File: src/include/wws_pkg.sv
// Purpose: Shared constants and types of the window watchdog supervisor.
// Assumes: 40 MHz ref_clk; comparator results arrive as logic levels.
// Notes: Long counts are handed to the top module as parameters.
// How it works
// - Select pins and watchdog timing pin choose ratio, timeout and disable.
// - A falling kick edge inside the window keeps the fault output released.
// - Kick activity is ignored when disabled, in reset or during a fault.
// - A timeout drives the fault output low for the reset delay.
// - The fault output is driven low only while the reset output is high.
// - While the reset output is low the fault output is not driven.
// - The reset output is low while the under or over voltage flag is set.
// - Reset releases after the timer completes; a new fault restarts it.
// - After power-on reset, reset stays low until the rail is first in range.
// - Timing pin high selects factory timeout, low the programmed timeout.
package wws_pkg;

	// Clock rate and the derived cycle count of one millisecond.
	localparam int unsigned CLK_HZ = 40_000_000;
	localparam int unsigned CYC_PER_MS = CLK_HZ / 1000;

	// Factory reset delay with the reset timing pin open.
	localparam int unsigned RST_FACT_MS = 200;
	localparam int unsigned RST_FACT_CYC = RST_FACT_MS * CYC_PER_MS;

	// Factory upper watchdog boundary.
	localparam int unsigned WD_FACT_MS = 1600;
	localparam int unsigned WD_FACT_CYC = WD_FACT_MS * CYC_PER_MS;

	// Least spacing the host keeps between select pin changes.
	localparam int unsigned SEL_GAP_US = 550;

	// Register byte offsets.
	localparam logic [7:0] OFS_STATUS = 8'h00;
	localparam logic [7:0] OFS_IRQ_STAT = 8'h04;
	localparam logic [7:0] OFS_IRQ_MASK = 8'h08;
	localparam logic [7:0] OFS_WD_CAP = 8'h0C;
	localparam logic [7:0] OFS_RST_CAP = 8'h10;

	// Interrupt bit positions and width.
	localparam int IRQ_W = 3;
	localparam int IRQ_RAIL_BIT = 0;
	localparam int IRQ_REL_BIT = 1;
	localparam int IRQ_WD_BIT = 2;

	// Values after reset.
	localparam logic [IRQ_W-1:0] IRQ_MASK_RST = 3'h0;
	localparam logic [31:0] WD_CAP_RST = 32'h0010_0000;
	localparam logic [31:0] RST_CAP_RST = 32'h0001_0000;

	// Window ratio as a right shift of the upper boundary.
	localparam logic [1:0] SHIFT_SEL00 = 2'h3;
	localparam logic [1:0] SHIFT_SEL01 = 2'h1;
	localparam logic [1:0] SHIFT_SEL10 = 2'h2;
	localparam logic [1:0] SHIFT_SEL11 = 2'h2;
	localparam logic [1:0] SEL_DISABLE = 2'h3;

	// Decoded watchdog setup.
	typedef struct packed {
		logic disabled;
		logic [1:0] shift;
	} wws_cfg_t;

	// Classic Wishbone request from the master.
	typedef struct packed {
		logic cyc;
		logic stb;
		logic we;
		logic [7:0] adr;
		logic [3:0] sel;
		logic [31:0] dat;
	} wws_wb_req_t;

	typedef enum logic [1:0] {RAIL_LOW, RAIL_COUNT, RAIL_OK} wws_rail_t;
	typedef enum logic [1:0] {WD_IDLE, WD_RUN, WD_FAULT} wws_wd_t;

	// Select code 11 disables only with the factory timing; with a
	// programmed timeout it gives a quarter ratio instead.
	function automatic wws_cfg_t wws_decode(input logic [1:0] sel,
		input logic factory);
		wws_cfg_t c;
		c.disabled = factory && (sel == SEL_DISABLE);
		unique case (sel)
			2'h0: c.shift = SHIFT_SEL00;
			2'h1: c.shift = SHIFT_SEL01;
			2'h2: c.shift = SHIFT_SEL10;
			2'h3: c.shift = SHIFT_SEL11;
		endcase
		return c;
	endfunction

endpackage

File: src/logic/wws_supervisor.sv
// Purpose: Rail reset and window watchdog control with Wishbone registers.
// Assumes: Comparator flags and pins are asynchronous and synchronised here.
// Notes: Both outputs are open drain: out is zero, oe pulls the pin low.
`timescale 1ns/1ps
module wws_supervisor #(
	parameter int unsigned RST_FACT_CYCLES = wws_pkg::RST_FACT_CYC,
	parameter int unsigned WD_FACT_CYCLES = wws_pkg::WD_FACT_CYC
) (
	// Clock, reset and enable.
	input wire logic ref_clk,
	input wire logic rstn,
	input wire logic ce,
	// Wishbone slave.
	input wire wws_pkg::wws_wb_req_t wbReq,
	output logic [31:0] wbDatO,
	output logic wbAck,
	// Comparators and pins.
	input wire logic uvFlag,
	input wire logic ovFlag,
	input wire logic kickIn,
	input wire logic cfgSel0,
	input wire logic cfgSel1,
	input wire logic wdTimingPin,
	input wire logic resetTimingPin,
	// Open-drain outputs.
	output logic wdFaultNOut,
	output logic wdFaultNOe,
	output logic railResetNOut,
	output logic railResetNOe,
	// Interrupt.
	output logic irq
);
	import wws_pkg::*;

	logic uvS, ovS, kickS, sel0S, sel1S, wdPinS, rstPinS;
	logic kickPrev, kickFall, inRange, railOk;
	logic [31:0] railCnt, wdCnt, faultCnt, rstDelay, wdUpper, wdLower;
	logic [31:0] wdCap, rstCap;
	logic [IRQ_W-1:0] irqStat, irqMask, irqEvt;
	logic wbHit;
	wws_cfg_t cfg;
	wws_rail_t railState;
	wws_wd_t wdState;

	// Byte-lane merge for writable words.
	function automatic logic [31:0] lanes(input logic [31:0] old,
		input logic [31:0] nw, input logic [3:0] sel);
		logic [31:0] r;
		r = old;
		for (int i = 0; i < 4; i++) begin
			if (sel[i]) begin
				r[8*i +: 8] = nw[8*i +: 8];
			end
		end
		return r;
	endfunction

	// Every pin comes from outside this clock domain.
	wws_sync #(.W(7)) uSync (
		.ref_clk(ref_clk),
		.rstn(rstn),
		.ce(ce),
		.d({uvFlag, ovFlag, kickIn, cfgSel0, cfgSel1, wdTimingPin,
			resetTimingPin}),
		.q({uvS, ovS, kickS, sel0S, sel1S, wdPinS, rstPinS})
	);

	// Setup decode; pins high select factory timing, low the programmed one.
	always_comb begin
		cfg = wws_decode({sel1S, sel0S}, wdPinS);
		wdUpper = wdPinS ? WD_FACT_CYCLES : wdCap;
		rstDelay = rstPinS ? RST_FACT_CYCLES : rstCap;
		wdLower = wdUpper >> cfg.shift;
	end

	assign inRange = !uvS && !ovS;
	assign railOk = (railState == RAIL_OK);
	assign kickFall = kickPrev && !kickS;

	// Kick edge detector on the synchronised level.
	always_ff @(posedge ref_clk or negedge rstn) begin
		if (!rstn) begin
			kickPrev <= 1'b0;
		end else if (ce) begin
			kickPrev <= kickS;
		end
	end

	// Rail state: starts low and waits for the first in-range rail.
	always_ff @(posedge ref_clk or negedge rstn) begin
		if (!rstn) begin
			railState <= RAIL_LOW;
			railCnt <= 32'h0;
		end else if (ce) begin
			unique case (railState)
				RAIL_LOW: begin
					railCnt <= 32'h0;
					if (inRange) begin
						railState <= RAIL_COUNT;
					end
				end
				RAIL_COUNT: begin
					railCnt <= railCnt + 32'h1;
					if (!inRange) begin
						railState <= RAIL_LOW;
					end else if (railCnt + 32'h1 >= rstDelay) begin
						railState <= RAIL_OK;
					end
				end
				RAIL_OK: begin
					if (!inRange) begin
						railState <= RAIL_LOW;
					end
				end
			endcase
		end
	end

	// Reset pin pulled low in every state but OK.
	assign railResetNOut = 1'b0;
	assign railResetNOe = !railOk;

	// Watchdog window timing. Leaving disabled or reset restarts from zero.
	always_ff @(posedge ref_clk or negedge rstn) begin
		if (!rstn) begin
			wdState <= WD_IDLE;
			wdCnt <= 32'h0;
			faultCnt <= 32'h0;
		end else if (ce) begin
			if (!railOk) begin
				wdState <= WD_IDLE;
				wdCnt <= 32'h0;
				faultCnt <= 32'h0;
			end else begin
				unique case (wdState)
					WD_IDLE: begin
						wdCnt <= 32'h0;
						if (!cfg.disabled) begin
							wdState <= WD_RUN;
						end
					end
					WD_RUN: begin
						if (cfg.disabled) begin
							wdState <= WD_IDLE;
						end else if (kickFall && wdCnt < wdLower) begin
							wdState <= WD_FAULT;
							faultCnt <= 32'h0;
						end else if (kickFall) begin
							wdCnt <= 32'h0;
						end else if (wdCnt + 32'h1 >= wdUpper) begin
							wdState <= WD_FAULT;
							faultCnt <= 32'h0;
						end else begin
							wdCnt <= wdCnt + 32'h1;
						end
					end
					WD_FAULT: begin
						// Kicks are ignored for the whole pulse.
						faultCnt <= faultCnt + 32'h1;
						if (faultCnt + 32'h1 >= rstDelay) begin
							wdState <= WD_IDLE;
						end
					end
				endcase
			end
		end
	end

	// Fault pin pulled low only in a pulse while reset is released.
	assign wdFaultNOut = 1'b0;
	assign wdFaultNOe = (wdState == WD_FAULT) && railOk;

	// Events that raise sticky interrupt bits.
	always_comb begin
		irqEvt = '0;
		irqEvt[IRQ_RAIL_BIT] = ce && railOk && !inRange;
		irqEvt[IRQ_REL_BIT] = ce && railState == RAIL_COUNT && inRange &&
			railCnt + 32'h1 >= rstDelay;
		irqEvt[IRQ_WD_BIT] = ce && railOk && wdState == WD_RUN &&
			!cfg.disabled && ((kickFall && wdCnt < wdLower) ||
			(!kickFall && wdCnt + 32'h1 >= wdUpper));
	end

	assign wbHit = wbReq.cyc && wbReq.stb && !wbAck;

	// Wishbone answer one cycle after the strobe; unmapped reads return zero.
	always_ff @(posedge ref_clk or negedge rstn) begin
		if (!rstn) begin
			wbAck <= 1'b0;
			wbDatO <= 32'h0;
		end else if (ce) begin
			wbAck <= wbHit;
			if (wbHit && !wbReq.we) begin
				unique case (wbReq.adr)
					OFS_STATUS: wbDatO <= {24'h0, 1'b0, wdState,
						railState, railOk, wdFaultNOe, cfg.disabled};
					OFS_IRQ_STAT: wbDatO <= {29'h0, irqStat};
					OFS_IRQ_MASK: wbDatO <= {29'h0, irqMask};
					OFS_WD_CAP: wbDatO <= wdCap;
					OFS_RST_CAP: wbDatO <= rstCap;
					default: wbDatO <= 32'h0;
				endcase
			end
		end
	end

	// Writable setup words. A timeout change takes effect at once.
	always_ff @(posedge ref_clk or negedge rstn) begin
		if (!rstn) begin
			irqMask <= IRQ_MASK_RST;
			wdCap <= WD_CAP_RST;
			rstCap <= RST_CAP_RST;
		end else if (ce && wbHit && wbReq.we) begin
			if (wbReq.adr == OFS_IRQ_MASK && wbReq.sel[0]) begin
				irqMask <= wbReq.dat[IRQ_W-1:0];
			end
			if (wbReq.adr == OFS_WD_CAP) begin
				wdCap <= lanes(wdCap, wbReq.dat, wbReq.sel);
			end
			if (wbReq.adr == OFS_RST_CAP) begin
				rstCap <= lanes(rstCap, wbReq.dat, wbReq.sel);
			end
		end
	end

	// Sticky status, write one to clear; a new event beats the clear.
	always_ff @(posedge ref_clk or negedge rstn) begin
		if (!rstn) begin
			irqStat <= '0;
		end else if (ce) begin
			if (wbHit && wbReq.we && wbReq.adr == OFS_IRQ_STAT &&
				wbReq.sel[0]) begin
				irqStat <= (irqStat & ~wbReq.dat[IRQ_W-1:0]) | irqEvt;
			end else begin
				irqStat <= irqStat | irqEvt;
			end
		end
	end

	assign irq = |(irqStat & irqMask);

	// Checks on rail and watchdog behaviour.
	rail_fault_a: assert property (@(posedge ref_clk) disable iff (!rstn)
		ce && !inRange |=> railResetNOe)
		else $error("Reset not asserted on rail fault.");

	release_timer_a: assert property (@(posedge ref_clk)
		disable iff (!rstn)
		$rose(railOk) |-> $past(railState == RAIL_COUNT) &&
			$past(railCnt) + 32'h1 >= $past(rstDelay))
		else $error("Reset released before timer completed.");

	por_hold_a: assert property (@(posedge ref_clk) disable iff (!rstn)
		railState != RAIL_OK |-> railResetNOe && !wdFaultNOe)
		else $error("Reset released while rail not qualified.");

	fault_gate_a: assert property (@(posedge ref_clk) disable iff (!rstn)
		wdFaultNOe |-> !railResetNOe)
		else $error("Fault output driven while reset low.");

	fault_hiz_a: assert property (@(posedge ref_clk) disable iff (!rstn)
		ce && !inRange |=> !wdFaultNOe)
		else $error("Fault output still driven after reset asserted.");

	timeout_fault_a: assert property (@(posedge ref_clk)
		disable iff (!rstn)
		ce && railOk && inRange && wdState == WD_RUN && !cfg.disabled &&
			!kickFall && wdCnt + 32'h1 >= wdUpper |=> wdFaultNOe)
		else $error("Timeout did not raise the fault output.");

	early_kick_a: assert property (@(posedge ref_clk)
		disable iff (!rstn)
		ce && railOk && inRange && wdState == WD_RUN && !cfg.disabled &&
			kickFall && wdCnt < wdLower |=> wdState == WD_FAULT)
		else $error("Early kick not treated as a fault.");

	good_kick_a: assert property (@(posedge ref_clk) disable iff (!rstn)
		ce && railOk && inRange && wdState == WD_RUN && !cfg.disabled &&
			kickFall && wdCnt >= wdLower |=> wdState == WD_RUN && wdCnt == 0)
		else $error("Valid kick did not restart the window.");

	ignore_kick_a: assert property (@(posedge ref_clk)
		disable iff (!rstn)
		ce && (!railOk || (cfg.disabled && wdState != WD_FAULT)) |=>
			wdState != WD_RUN || $past(railOk && wdState == WD_IDLE))
		else $error("Kick timing ran while it should be ignored.");

	pulse_len_a: assert property (@(posedge ref_clk) disable iff (!rstn)
		$fell(wdState == WD_FAULT) && railOk |->
			$past(faultCnt) + 32'h1 >= $past(rstDelay))
		else $error("Fault pulse ended early.");

	// Main scenarios.
	timeout_c: cover property (@(posedge ref_clk) disable iff (!rstn)
		$rose(wdFaultNOe));
	release_c: cover property (@(posedge ref_clk) disable iff (!rstn)
		$rose(railOk));
	kick_c: cover property (@(posedge ref_clk) disable iff (!rstn)
		railOk && wdState == WD_RUN && kickFall && wdCnt >= wdLower);
	irq_c: cover property (@(posedge ref_clk) disable iff (!rstn)
		$rose(irq));
endmodule

File: src/logic/wws_sync.sv
// Purpose: Two flip-flop synchroniser for asynchronous pin levels.
// Assumes: Inputs are slow levels; no pulse shorter than two cycles.
// Notes: The first stage feeds only the second stage.
`timescale 1ns/1ps
module wws_sync #(
	parameter int W = 1
) (
	// Clock, reset and enable.
	input wire logic ref_clk,
	input wire logic rstn,
	input wire logic ce,
	// Levels.
	input wire logic [W-1:0] d,
	output logic [W-1:0] q
);
	logic [W-1:0] meta;

	// Both stages clear to zero, frozen while ce is low.
	always_ff @(posedge ref_clk or negedge rstn) begin
		if (!rstn) begin
			meta <= '0;
			q <= '0;
		end else if (ce) begin
			meta <= d;
			q <= meta;
		end
	end
endmodule

File: config.mk
export PLATFORM = sky130hd
export DESIGN_NAME = wws_supervisor
export DESIGN_NICKNAME = d
export VERILOG_FILES = /design/src/include/wws_pkg.sv /design/src/logic/wws_supervisor.sv /design/src/logic/wws_sync.sv
export SDC_FILE = /design/constraint.sdc
export NUM_CORES = 1
export LEC_CHECK = 0
export CORE_MARGIN = 3
export CORE_UTILIZATION = 35
export DETAILED_ROUTE_END_ITERATION = 16
export DONT_BUFFER_PORTS = 1
export PLACE_DENSITY = 0.59
export SLEW_MARGIN = 10
export SYNTH_ARGS = -nofsm -noshare
export SYNTH_HDL_FRONTEND = slang
export SYNTH_SLANG_ARGS = --single-unit
export TNS_END_PERCENT = 5
File: constraint.sdc
create_clock -name ref_clk -period 9.9 [get_ports ref_clk]
set_input_delay 1.98 -clock ref_clk [delete_from_list [all_inputs] [get_ports ref_clk]]
set_output_delay 1.98 -clock ref_clk [all_outputs]
set_load 0.01 [all_outputs]
==> results of run 1 <==
-- sequential cells by signal, summed over array words and instances, names as in the netlist, 3 cells and up --
name        flops
rstCap         32
irqStat         3
wbDatO         32
faultCnt       32
railCnt        32
uSync.q         7
uSync.meta      7
irqMask         3
wdCap          32
wdCnt          32
-- routing by layer --
layer,global-route usage,share of wire
met1,0.264,0.47
met2,0.279,0.43
met3,0.0404,0.075
met4,0.0400,0.020
met5,0,0
-- layout make-up --
| class | instances | share of cell area |
|---|---|---|
| Tap cell | 525 | 0.0414 |
| Timing Repair Buffer | 10 | 0.00473 |
| Multi-Input combinational cell | 1202 | 0.544 |
| Clock buffer | 36 | 0.0479 |
| Inverter | 28 | 0.00663 |
| Clock inverter | 11 | 0.0106 |
| Sequential cell | 218 | 0.344 |
| Antenna cell | 2 | 0.000316 |
-- power by group through the flow --
stage / Combinational, W / Sequential, W / Clock [W]
5_1_grt: 0.000289 / 0.000942 / 0.00110
4_1_cts: 0.000256 / 0.000938 / 0.00106
6_report: 0.000257 / 0.000939 / 0.00104
3_5_place_dp: 0.000254 / 0.000955 / 0
2_1_floorplan: 0.000203 / 0.000940 / 0
3_3_place_gp: 0.000250 / 0.000953 / 0
-- worst reg2reg max path, delay by kind of cell, from the launching register on --
kind            cells  cell delay, ns
flops               1            0.43
buf+inv             1            0.05
fa+ha+maj           2            0.62
xor+xnor            1            0.17
simple gates        9            3.01
compound gates      4            0.89
-- logic make-up (layout without fill, tap and decap cells) --
group	after synthesis	after routing
AO/OA/AOI/OAI	378	378
XOR/XNOR	89	89
adder cells (fa/ha/maj)	136	136
buffers and inverters	109	85
flip-flops	218	218
multiplexers	103	103
other	2	5
AND/OR/NAND/NOR	493	493
-- placed cells by master (no fill, tap or decap), types with 5 or more instances in the layout --
master / netlist / routed
and3_1: 41 / 41
a21o_1: 19 / 19
mux2_2: 84 / 84
clkbuf_8: 0 / 5
nand4_1: 31 / 31
nor3_1: 20 / 19
a22o_1: 49 / 49
inv_1: 28 / 28
clkbuf_16: 0 / 27
a22oi_1: 25 / 25
nand2b_1: 31 / 31
a221oi_1: 5 / 5
xnor2_1: 60 / 60
mux2i_1: 18 / 18
nor2_1: 96 / 95
a31oi_1: 15 / 15
nand2_1: 166 / 166
nor2b_1: 15 / 15
o31ai_1: 11 / 11
a222oi_1: 5 / 5
and4_1: 6 / 6
dfrtp_1: 216 / 215
nand3_1: 55 / 55
buf_4: 5 / 10
xor2_1: 29 / 29
a21oi_1: 56 / 56
o21a_1: 11 / 11
ha_1: 136 / 136
a211oi_1: 12 / 12
o21ai_0: 123 / 123
and2_1: 5 / 5
a221o_1: 13 / 13
-- worst paths after layout --
| path | endpoint |
|---|---|
| setup / recovery | wdCnt[9] |
| hold / removal | uSync.meta[4] |
| setup reg to reg | wdCnt[9] |
| hold reg to reg | uSync.meta[4] |
| max in group asynchronous | rstCap[16] |
| min in group asynchronous | wbDatO[5] |
-- metrics by stage --
stage	utilization	power [W]	setup WS (ns)	cells
floorplan	-	0.00114	5.66	1529
global placement	0.370	0.00120	4.85	1983
detailed placement	0.370	0.00121	4.67	1983
CTS	0.393	0.00226	4.64	2030
global route	0.393	0.00233	4.10	2030
finish	0.393	0.00224	4.59	2032
==> metrics.md, run 1 <==
| Metric | Value |
|---|---|
| Status | `completed` |
| CTS Buf Count | `26` |
| Worst Skew | `0.0181 ns` |
| PD cells | `141 nW/um2` |
| Synth Area in XOR/XNOR | `0.0537` |
| R2R depth | `17` |
| Slowest cell on crit path | `nor2_1` |
| TritonRoute pass-1 iters | `5` |
| Synth top area cells | `dfrtp_1 37%, ha_1 12%, mux2_2 6.5%` |
| Most frequent cells after synthesis | `216 x dfrtp_1, 166 x nand2_1, 136 x ha_1, 123 x o21ai_0, 96 x nor2_1` |
| Hold_ws | `0.504 ns` |
| DR WL/cell | `19.9 um` |
| Crit-path cells | `ha_1, nand2_1, nor4_4, nand4_1, nor2_1, and3_1, nand3_1, xnor2_1, ha_1, nand4_1, inv_1, a221oi_1, o31ai_1, or2_4, a21o_1, nor2_1, a31oi_1` |
| CP endpoint kind | `register` |
| Number of remaining DRC errors | `0` |
| Port Buffers | `0` |
| Detailed Place HPWL | `29500 um` |
| Yosys warning count | `0` |
| Post-CTS Hold Buffers | `0` |
| Core area | `40400 um2` |
| CTS H-tree lvls | `1` |
| Placed Area | `14900 um2` |
| Gates resized, CTS repair | `0` |
| Compound-Gate Fraction of Synth Area | `0.175` |
| Syn Area/Cell | `9.50 um2` |
| Crit path max fanout | `13` |
| Hold Crit Start | `uSync.meta[4]` |
| P_leak | `7.35 nW` |
| Netlist Area Pre-Place | `14500 um2` |
| Seq pwr share | `0.420` |
| First-pass GRT wire length | `64600 um` |
| Post-synth EDFFs | `0` |
| Main synth FF type | `dfrtp_1` |
| Unrepaired setup endpoints after global routing | `false` |
| Unique masters post-synth | `77` |
| Fin. Hold Viols | `0` |
| Psw | `0.000588 W` |
| Yosys top cell area share | `0.372` |
| Vias in the first global route | `11.3k` |
| Routed WL | `40500 um` |
| Worst-path clk slew | `0.06 ns` |
| Sw Share | `0.263` |
| Post-synthesis simple-gate area fraction | `0.168` |
| Minimum clock period | `5.31 ns` |
| Max rail drop VDD | `0.140 mV` |
| GP Congestion | `0.884` |
| CP Data Arrival Time | `5.68 ns` |
| Slowest Stage Delay on Critical Path | `0.94 ns` |
| MaxCap Viol Count | `0` |
| Synthesis-to-layout area growth | `9.27%` |
| Insertion delay to the later sink of the worst-skew pair | `0.55 ns` |
| Die Area | `44000 um2` |
| Setup violations, final | `0` |
| Tcrit/Tclk final | `0.537` |
| Global route total overflow | `0` |
| Largest family of logic cells by synthesized area | `compound AO/OA/AOI/OAI gates` |
| Startpoint Class | `register` |
| Global Route Usage Sum | `0.182` |
| Post-synth ARST share | `1.00` |
| Yosys reg bits | `218` |
| Most common cell in the netlist | `dfrtp_1` |
| Final nets | `1679` |
| Vias per inst | `5.70` |
| Reg-to-Reg Start | `wdCnt[0]` |
| Setup Fix Bufs, Post-CTS | `0` |
| R2r setup slk | `4.59 ns` |
| Post-route cell area | `15900 um2` |
| Seq/Total Area, Yosys | `0.376` |
| Setup TNS | `0 ns` |
| Routed Antenna Nets | `0` |
| Max Buffers Root-to-Sink | `3` |
| Critical path class | `reg -> reg` |
| Hold Path Class | `reg -> reg` |
| CTS Sinks | `218` |
| Least-Margin Pin Slew | `1.21 ns` |
| Num rows | `73` |
| DR vias | `11.6k` |
| # fillers | `4009` |
| Critical Path RT | `10.27 ns` |
| Worst path bufs/invs | `1` |
| Clk pwr share | `0.465` |
| Largest net degree at the start of global routing | `219` |
| Slew HR | `0.189` |
| Top delay family on crit path | `simple AND/OR/NAND/NOR gates` |
| Register area | `5460 um2` |
| Initial antenna violation count | `1` |
| Synth Instances | `1528` |
| Die Ht | `210 um` |
| Combinational share of power | `0.115` |
| Hold path cells | `1` |
| Initial Util | `0.360` |
| Slew Viols, Final | `0` |
| Adder-cell share of the synthesized area | `0.117` |
| Pint | `0.00165 W` |
| IO Count | `95` |
| Multi-input gate area | `8630 um2` |
| Critical path depth | `17` |
| CTS tree | `done` |
| Share of cells above drive strength 1 | `0.110` |
| Post-synthesis mux area share | `0.0784` |
| Synth area leader | `dfrtp_1` |
| Clk root buf | `clkbuf_16` |
| Worst Setup SP | `wdCnt[0]` |
| Iter 0 DRT Violations | `917` |
| Die Span X | `210 um` |
| Fmax | `0.188 GHz` |
Power figures use the tool's default switching activity.
==> run 2: changes to the inputs <==
==> constraint.sdc (replaced) <==
create_clock -name ref_clk -period 5.2 [get_ports ref_clk]
set_input_delay 1.04 -clock ref_clk [delete_from_list [all_inputs] [get_ports ref_clk]]
set_output_delay 1.04 -clock ref_clk [all_outputs]
set_load 0.01 [all_outputs]
==> metrics.md, run 2 (same netlist as run 1, synthesis figures left out) <==
| Metric | Value |
|---|---|
| Status | `completed (unchanged)` |
| Max Buffers Root-to-Sink | `3 (unchanged)` |
| Tcrit/Tclk final | `0.909 (was 0.537)` |
| Critical Path RT | `5.62 ns (was 10.27 ns)` |
| Fmax | `0.211 GHz (was 0.188 GHz)` |
| Worst Skew | `0.0170 ns (was 0.0181 ns)` |
| Utilization after layout | `0.394 (was 0.393)` |
| Slew HR | `0.234 (was 0.189)` |
| TritonRoute pass-1 iters | `5 (unchanged)` |
| Vias in the first global route | `11.3k (about the same)` |
| Pint | `0.00308 W (was 0.00165 W)` |
| Die Ht | `210 um (unchanged)` |
| Slowest Stage Delay on Critical Path | `0.45 ns (was 0.94 ns)` |
| CP Data Arrival Time | `5.15 ns (was 5.68 ns)` |
| Seq pwr share | `0.428 (was 0.420)` |
| CTS Buf Count | `25 (was 26)` |
| Iter 0 DRT Violations | `910 (was 917)` |
| CP endpoint kind | `register (unchanged)` |
| Insertion delay to the later sink of the worst-skew pair | `0.54 ns (was 0.55 ns)` |
| Routed WL | `40300 um (was 40500 um)` |
| Routed wl met2 | `17000 um (was 17400 um)` |
| CTS Sinks | `218 (unchanged)` |
| Least-Margin Pin Slew | `1.15 ns (was 1.21 ns)` |
| Post-route cell area | `15900 um2 (about the same)` |
| DR WL met3 | `2690 um (was 3050 um)` |
| Fin. Hold Viols | `0 (unchanged)` |
| CTS H-tree lvls | `1 (unchanged)` |
| Num rows | `73 (unchanged)` |
| Final worst slack | `0.472 ns (was 4.59 ns)` |
| PD cells | `263 nW/um2 (was 141 nW/um2)` |
| Initial Util | `0.360 (unchanged)` |
| Startpoint Class | `register (unchanged)` |
| First-pass GRT wire length | `64100 um (was 64600 um)` |
| DR vias | `11.5k (was 11.6k)` |
| Clk pwr share | `0.455 (was 0.465)` |
| Commonest non-fill, non-tap cell in the layout | `dfrtp_1 (unchanged)` |
| Placed Area | `15000 um2 (was 14900 um2)` |
| DR WL/cell | `19.8 um (was 19.9 um)` |
| Global Route Usage Sum | `0.181 (was 0.182)` |
| Core area | `40400 um2 (unchanged)` |
| Register area | `5460 um2 (unchanged)` |
| Share of cells above drive strength 1 | `0.116 (was 0.110)` |
| Final nets | `1689 (was 1679)` |
| Initial antenna violation count | `1 (unchanged)` |
| Cell Count, Final, Fillers Out | `2041 (was 2032)` |
| Worst path bufs/invs | `2 (was 1)` |
| Pre-CTS setup slack | `0.222 ns (was 4.67 ns)` |
| Psw | `0.00111 W (was 0.000588 W)` |
| # placed instances | `1994 (was 1983)` |
| Commonest non-fill, non-tap cells in the layout | `215 x dfrtp_1, 166 x nand2_1, 136 x ha_1, 123 x o21ai_0, 95 x nor2_1 (unchanged)` |
| Top delay family on crit path | `simple AND/OR/NAND/NOR gates (unchanged)` |
| Port Buffers | `0 (unchanged)` |
| Global route total overflow | `0 (unchanged)` |
| Combinational share of power | `0.117 (was 0.115)` |
| Sw Share | `0.264 (was 0.263)` |
| Die Area | `44000 um2 (unchanged)` |
| Synthesis-to-layout area growth | `9.65% (was 9.27%)` |
| Setup Fix Bufs, Post-CTS | `0 (unchanged)` |
| CTS tree | `done (unchanged)` |
| Setup TNS | `0 ns (unchanged)` |
| Slew Viols, Final | `0 (unchanged)` |
| Largest net degree at the start of global routing | `219 (unchanged)` |
| Slowest cell on crit path | `nor4_4 (was nor2_1)` |
| Setup violations, final | `0 (unchanged)` |
| Detailed Place HPWL | `29900 um (was 29500 um)` |
| Worst-path clk slew | `0.06 ns (about the same)` |
| GP Congestion | `0.890 (was 0.884)` |
| Max rail drop VDD | `0.210 mV (was 0.140 mV)` |
| Highest metal used | `met4 (unchanged)` |
| Number of remaining DRC errors | `0 (unchanged)` |
| P_leak | `7.39 nW (was 7.35 nW)` |
| Hold Path Class | `in -> async (was reg -> reg)` |
| # fillers | `4018 (was 4009)` |
| Vias per inst | `5.65 (was 5.70)` |
| Clk root buf | `clkbuf_16 (unchanged)` |
| Crit-path cells | `ha_1, nand2_1, nor4_4, nand4_1, nor2_1, and3_1, nand3_1, xnor2_1, ha_1, nand4_1, inv_1, a221oi_1, o31ai_1, or2_4, a221oi_4, nor3_4, buf_4, a221o_1 (was ha_1, nand2_1, nor4_4, nand4_1, nor2_1, and3_1, nand3_1, xnor2_1, ha_1, nand4_1, inv_1, a221oi_1, o31ai_1, or2_4, a21o_1, nor2_1, a31oi_1)` |
| Unrepaired setup endpoints after global routing | `false (unchanged)` |
| Multi-input gate area | `8640 um2 (was 8630 um2)` |
| Critical path class | `reg -> reg (unchanged)` |
| IO Count | `95 (unchanged)` |
| MaxCap Viol Count | `0 (unchanged)` |
| Die Span X | `210 um (unchanged)` |
| Metal1 wirelength | `19800 um (was 19200 um)` |
| Minimum clock period | `4.73 ns (was 5.31 ns)` |
| Routed Antenna Nets | `0 (unchanged)` |
| Crit path max fanout | `19 (was 13)` |
## run 2: cell count changes in the layout (fill, tap and decap cells not counted), sizes merged
| cell | previous run | this run |
|---|---|---|
| clkbuf | 36 | 32 |
| clkinvlp | 2 | 1 |
| inv | 28 | 29 |
| clkinv | 5 | 7 |
| buf | 10 | 21 |
## run 2: final timing paths
path	from	endpoint	slack, ns	cells after the start
worst min register to register	uSync.meta[1]	uSync.q[1]	0.50	2
min in group ref_clk	uSync.meta[1]	uSync.q[1]	0.50	2
worst max register to register	wdCnt[0]	faultCnt[28]	0.47	18
worst max-delay path	wdCnt[0]	faultCnt[28]	0.47	18
worst min-delay path	rstn	wdCnt[3]	0.22	0
max in group asynchronous	rstn	railCnt[30]	4.42	0
## run 2: layer usage
metal / up-vias / track usage
li1: 5543 / -
met1: 5623 / 0.270
met2: 322 / 0.268
met5: - / 0
met3: 43 / 0.0371
met4: 0 / 0.0443
## run 2: power by group through the flow
stage	combinational (W)	sequential (W)	clock [W]
2_1_floorplan	0.000387	0.00179	0
3_3_place_gp	0.000478	0.00182	0
6_report	0.000488	0.00179	0.00190
4_1_cts	0.000487	0.00179	0.00195
5_1_grt	0.000558	0.00179	0.00202
3_5_place_dp	0.000483	0.00182	0
## run 2: final cells by class
| cell class | count | area share |
|---|---|---|
| Clock buffer | 32 | 0.0441 |
| Tap cell | 525 | 0.0413 |
| Multi-Input combinational cell | 1202 | 0.543 |
| Timing Repair Buffer | 21 | 0.0107 |
| Antenna cell | 2 | 0.000314 |
| Sequential cell | 218 | 0.343 |
| Clock inverter | 13 | 0.0112 |
| Inverter | 28 | 0.00660 |
## run 2: what timing repair did
item / 4_1_cts / 5_1_grt
hold buffers: 0 / 0
endpoints found under the setup margin: 0 / 7
gates resized for setup: 0 / 1
## run 2: worst register-to-register path, delay by kind of cell, from the launching register on
kind                       cells  cell delay, ns
AOI/OAI and AO/OA              4            1.11
xor gates and xnor gates       1            0.16
adders and majority gates      2            0.62
buffers and inverters          2            0.31
DFF                            1            0.43
and+or+nand+nor                9            1.98
## run 2: through the flow
stage / hold slack, ns / total power, W
after floorplan: 0.449 / 0.00218
after detailed placement: 0.492 / 0.00230
after global routing: 0.194 / 0.00437
after CTS: 0.176 / 0.00422
after global placement: 0.481 / 0.00230
final: 0.220 / 0.00418
==> run 3: changes to the inputs <==
--- a/config.mk
+++ b/config.mk
@@ -9,7 +9,7 @@
 export CORE_UTILIZATION = 35
 export DETAILED_ROUTE_END_ITERATION = 16
 export DONT_BUFFER_PORTS = 1
-export PLACE_DENSITY = 0.59
+export PLACE_DENSITY = 0.61
 export SLEW_MARGIN = 10
 export SYNTH_ARGS = -nofsm -noshare
 export SYNTH_HDL_FRONTEND = slang
==> constraint.sdc (replaced) <==
create_clock -name ref_clk -period 4.25 [get_ports ref_clk]
set_input_delay 0.85 -clock ref_clk [delete_from_list [all_inputs] [get_ports ref_clk]]
set_output_delay 0.85 -clock ref_clk [all_outputs]
set_load 0.01 [all_outputs]
==> metrics.md, run 3 (same netlist as run 1, synthesis figures left out) <==
| Metric | Value |
|---|---|
| Status | `completed (unchanged)` |
| Iter 0 DRT Violations | `1039 (was 910)` |
| Max Buffers Root-to-Sink | `3 (unchanged)` |
| CTS Sinks | `218 (unchanged)` |
| DR WL/cell | `19.8 um (about the same)` |
| Commonest non-fill, non-tap cell in the layout | `dfrtp_1 (unchanged)` |
| Vias per inst | `5.68 (was 5.65)` |
| Commonest non-fill, non-tap cells in the layout | `211 x dfrtp_1, 165 x nand2_1, 133 x ha_1, 120 x o21ai_0, 92 x nor2_1 (was 215 x dfrtp_1, 166 x nand2_1, 136 x ha_1, 123 x o21ai_0, 95 x nor2_1)` |
| Critical path class | `reg -> reg (unchanged)` |
| Hold Path Class | `in -> async (unchanged)` |
| Die Span X | `210 um (unchanged)` |
| Final nets | `1742 (was 1689)` |
| Die Ht | `210 um (unchanged)` |
| Number of remaining DRC errors | `0 (unchanged)` |
| Critical Path RT | `4.69 ns (was 5.62 ns)` |
| CTS Buf Count | `27 (was 25)` |
| Global route total overflow | `0 (unchanged)` |
| Crit path max fanout | `7 (was 19)` |
| Detailed Place HPWL | `30500 um (was 29900 um)` |
| Max rail drop VDD | `0.292 mV (was 0.210 mV)` |
| Die Area | `44000 um2 (unchanged)` |
| CTS tree | `done (unchanged)` |
| Setup violations, final | `0 (unchanged)` |
| Fmax | `0.248 GHz (was 0.211 GHz)` |
| Least-Margin Pin Slew | `1.11 ns (was 1.15 ns)` |
| CP endpoint kind | `register (unchanged)` |
| TritonRoute pass-1 iters | `6 (was 5)` |
| Fin. Hold Viols | `0 (unchanged)` |
| # fillers | `3929 (was 4018)` |
| Core area | `40400 um2 (unchanged)` |
| Global Route Usage Sum | `0.183 (was 0.181)` |
| Worst-path clk slew | `0.06 ns (about the same)` |
| Routed WL | `41400 um (was 40300 um)` |
| Num rows | `73 (unchanged)` |
| Slew Viols, Final | `0 (unchanged)` |
| Routed wl met2 | `18000 um (was 17000 um)` |
| P_leak | `7.70 nW (was 7.39 nW)` |
| Metal1 wirelength | `19600 um (was 19800 um)` |
| Tcrit/Tclk final | `0.949 (was 0.909)` |
| PD cells | `317 nW/um2 (was 263 nW/um2)` |
| Minimum clock period | `4.03 ns (was 4.73 ns)` |
| DR WL met3 | `2880 um (was 2690 um)` |
| Vias in the first global route | `11.6k (was 11.3k)` |
| Initial antenna violation count | `0 (was 1)` |
| Highest metal used | `met4 (unchanged)` |
| Largest net degree at the start of global routing | `219 (unchanged)` |
| Insertion delay to the later sink of the worst-skew pair | `0.56 ns (was 0.54 ns)` |
| Initial Util | `0.360 (unchanged)` |
| Post-route cell area | `16500 um2 (was 15900 um2)` |
| Worst Skew | `0.0225 ns (was 0.0170 ns)` |
| CP Data Arrival Time | `4.48 ns (was 5.15 ns)` |
| Pre-CTS setup slack | `0.0146 ns (was 0.222 ns)` |
| Slew HR | `0.262 (was 0.234)` |
| First-pass GRT wire length | `64900 um (was 64100 um)` |
| CTS H-tree lvls | `1 (unchanged)` |
| Setup TNS | `0 ns (unchanged)` |
| Synthesis-to-layout area growth | `13.8% (was 9.65%)` |
| Routed Antenna Nets | `0 (unchanged)` |
| Port Buffers | `0 (unchanged)` |
| IO Count | `95 (unchanged)` |
| DR vias | `11.9k (was 11.5k)` |
| Clk root buf | `clkbuf_16 (unchanged)` |
| Startpoint Class | `register (unchanged)` |
| MaxCap Viol Count | `0 (unchanged)` |
| GP Congestion | `0.886 (was 0.890)` |
| Share of cells above drive strength 1 | `0.165 (was 0.116)` |
| Total Power | `0.00524 W (was 0.00418 W)` |
| Hold_ws | `0.0222 ns (was 0.220 ns)` |
| Diode count | `0 (was 2)` |
| Final worst slack | `0.217 ns (was 0.472 ns)` |
| Placed Area | `15400 um2 (was 15000 um2)` |
run 3: changes by cell type in the layout (fill, tap and decap cells not counted), sizes merged:
cell         previous run  this run
buf                    21        70
clkinv                  7         8
diode                   2         0
dlygate4sd3             0         1
inv                    29        30
clkinvlp                1         3
run 3: layout make-up:
cell class,instances,area [um2],area share
multi-input combinational,1202,8760,0.530
sequential,218,5460,0.331
clock buffer,31,721,0.0436
tap,525,657,0.0398
timing repair buffer,72,606,0.0367
clock inverter,17,206,0.0125
inverter,28,105,0.00636
run 3: repair_timing:
item	4_1_cts	5_1_grt
endpoints found under the hold margin	207	13
gates cloned	0	2
buffers inserted	0	7
resized for setup	1	34
setup endpoints to repair	11	68
pin swaps	0	15
run 3: stage by stage:
stage           util  std cells
4_1_cts        0.404       2083
3_3_place_gp   0.380       2035
2_1_floorplan      -       1529
5_1_grt        0.409       2093
3_5_place_dp   0.380       2035
6_report       0.409       2093
run 3: worst paths after layout:
kind                                from       endpoint  slack [ns]  cells after the start
setup / recovery              railCnt[7]   railState[1]        0.22                     15
hold / removal                      rstn   faultCnt[28]        0.02                      0
setup reg to reg              railCnt[7]   railState[1]        0.22                     15
hold reg to reg            uSync.meta[6]  uSync.meta[6]        0.50                      1
max in group asynchronous           rstn    railCnt[26]        2.70                      1
min in group ref_clk                  ce          wbAck        0.38                      1
run 3: metal layers:
layer | vias to the layer above | track usage
met5 | - | 0
met4 | 0 | 0.0473
met3 | 55 | 0.0389
met2 | 341 | 0.277
met1 | 5838 | 0.265
li1 | 5653 | -
run 3: critical path: stages (launching register included):
cell	delay (ns)
dfrtp_1	0.42
and3_1	0.25
and3_1	0.24
nand4_1	0.24
or3_4	0.48
nor2_4	0.20
nand3_1	0.14
xnor2_1	0.15
ha_1	0.31
a21o_1	0.18
a21o_1	0.16
a21oi_1	0.19
o221ai_1	0.23
a31o_2	0.31
nor2b_1	0.17
a32o_1	0.24
run 3: where the power goes:
| group | leakage [nW] | internal, W | switching [W] |
|---|---|---|---|
| Combinational | 4.26 | 0.000246 | 0.000387 |
| Clock | 0.455 | 0.00146 | 0.000961 |
| Sequential | 2.99 | 0.00212 | 0.0000632 |
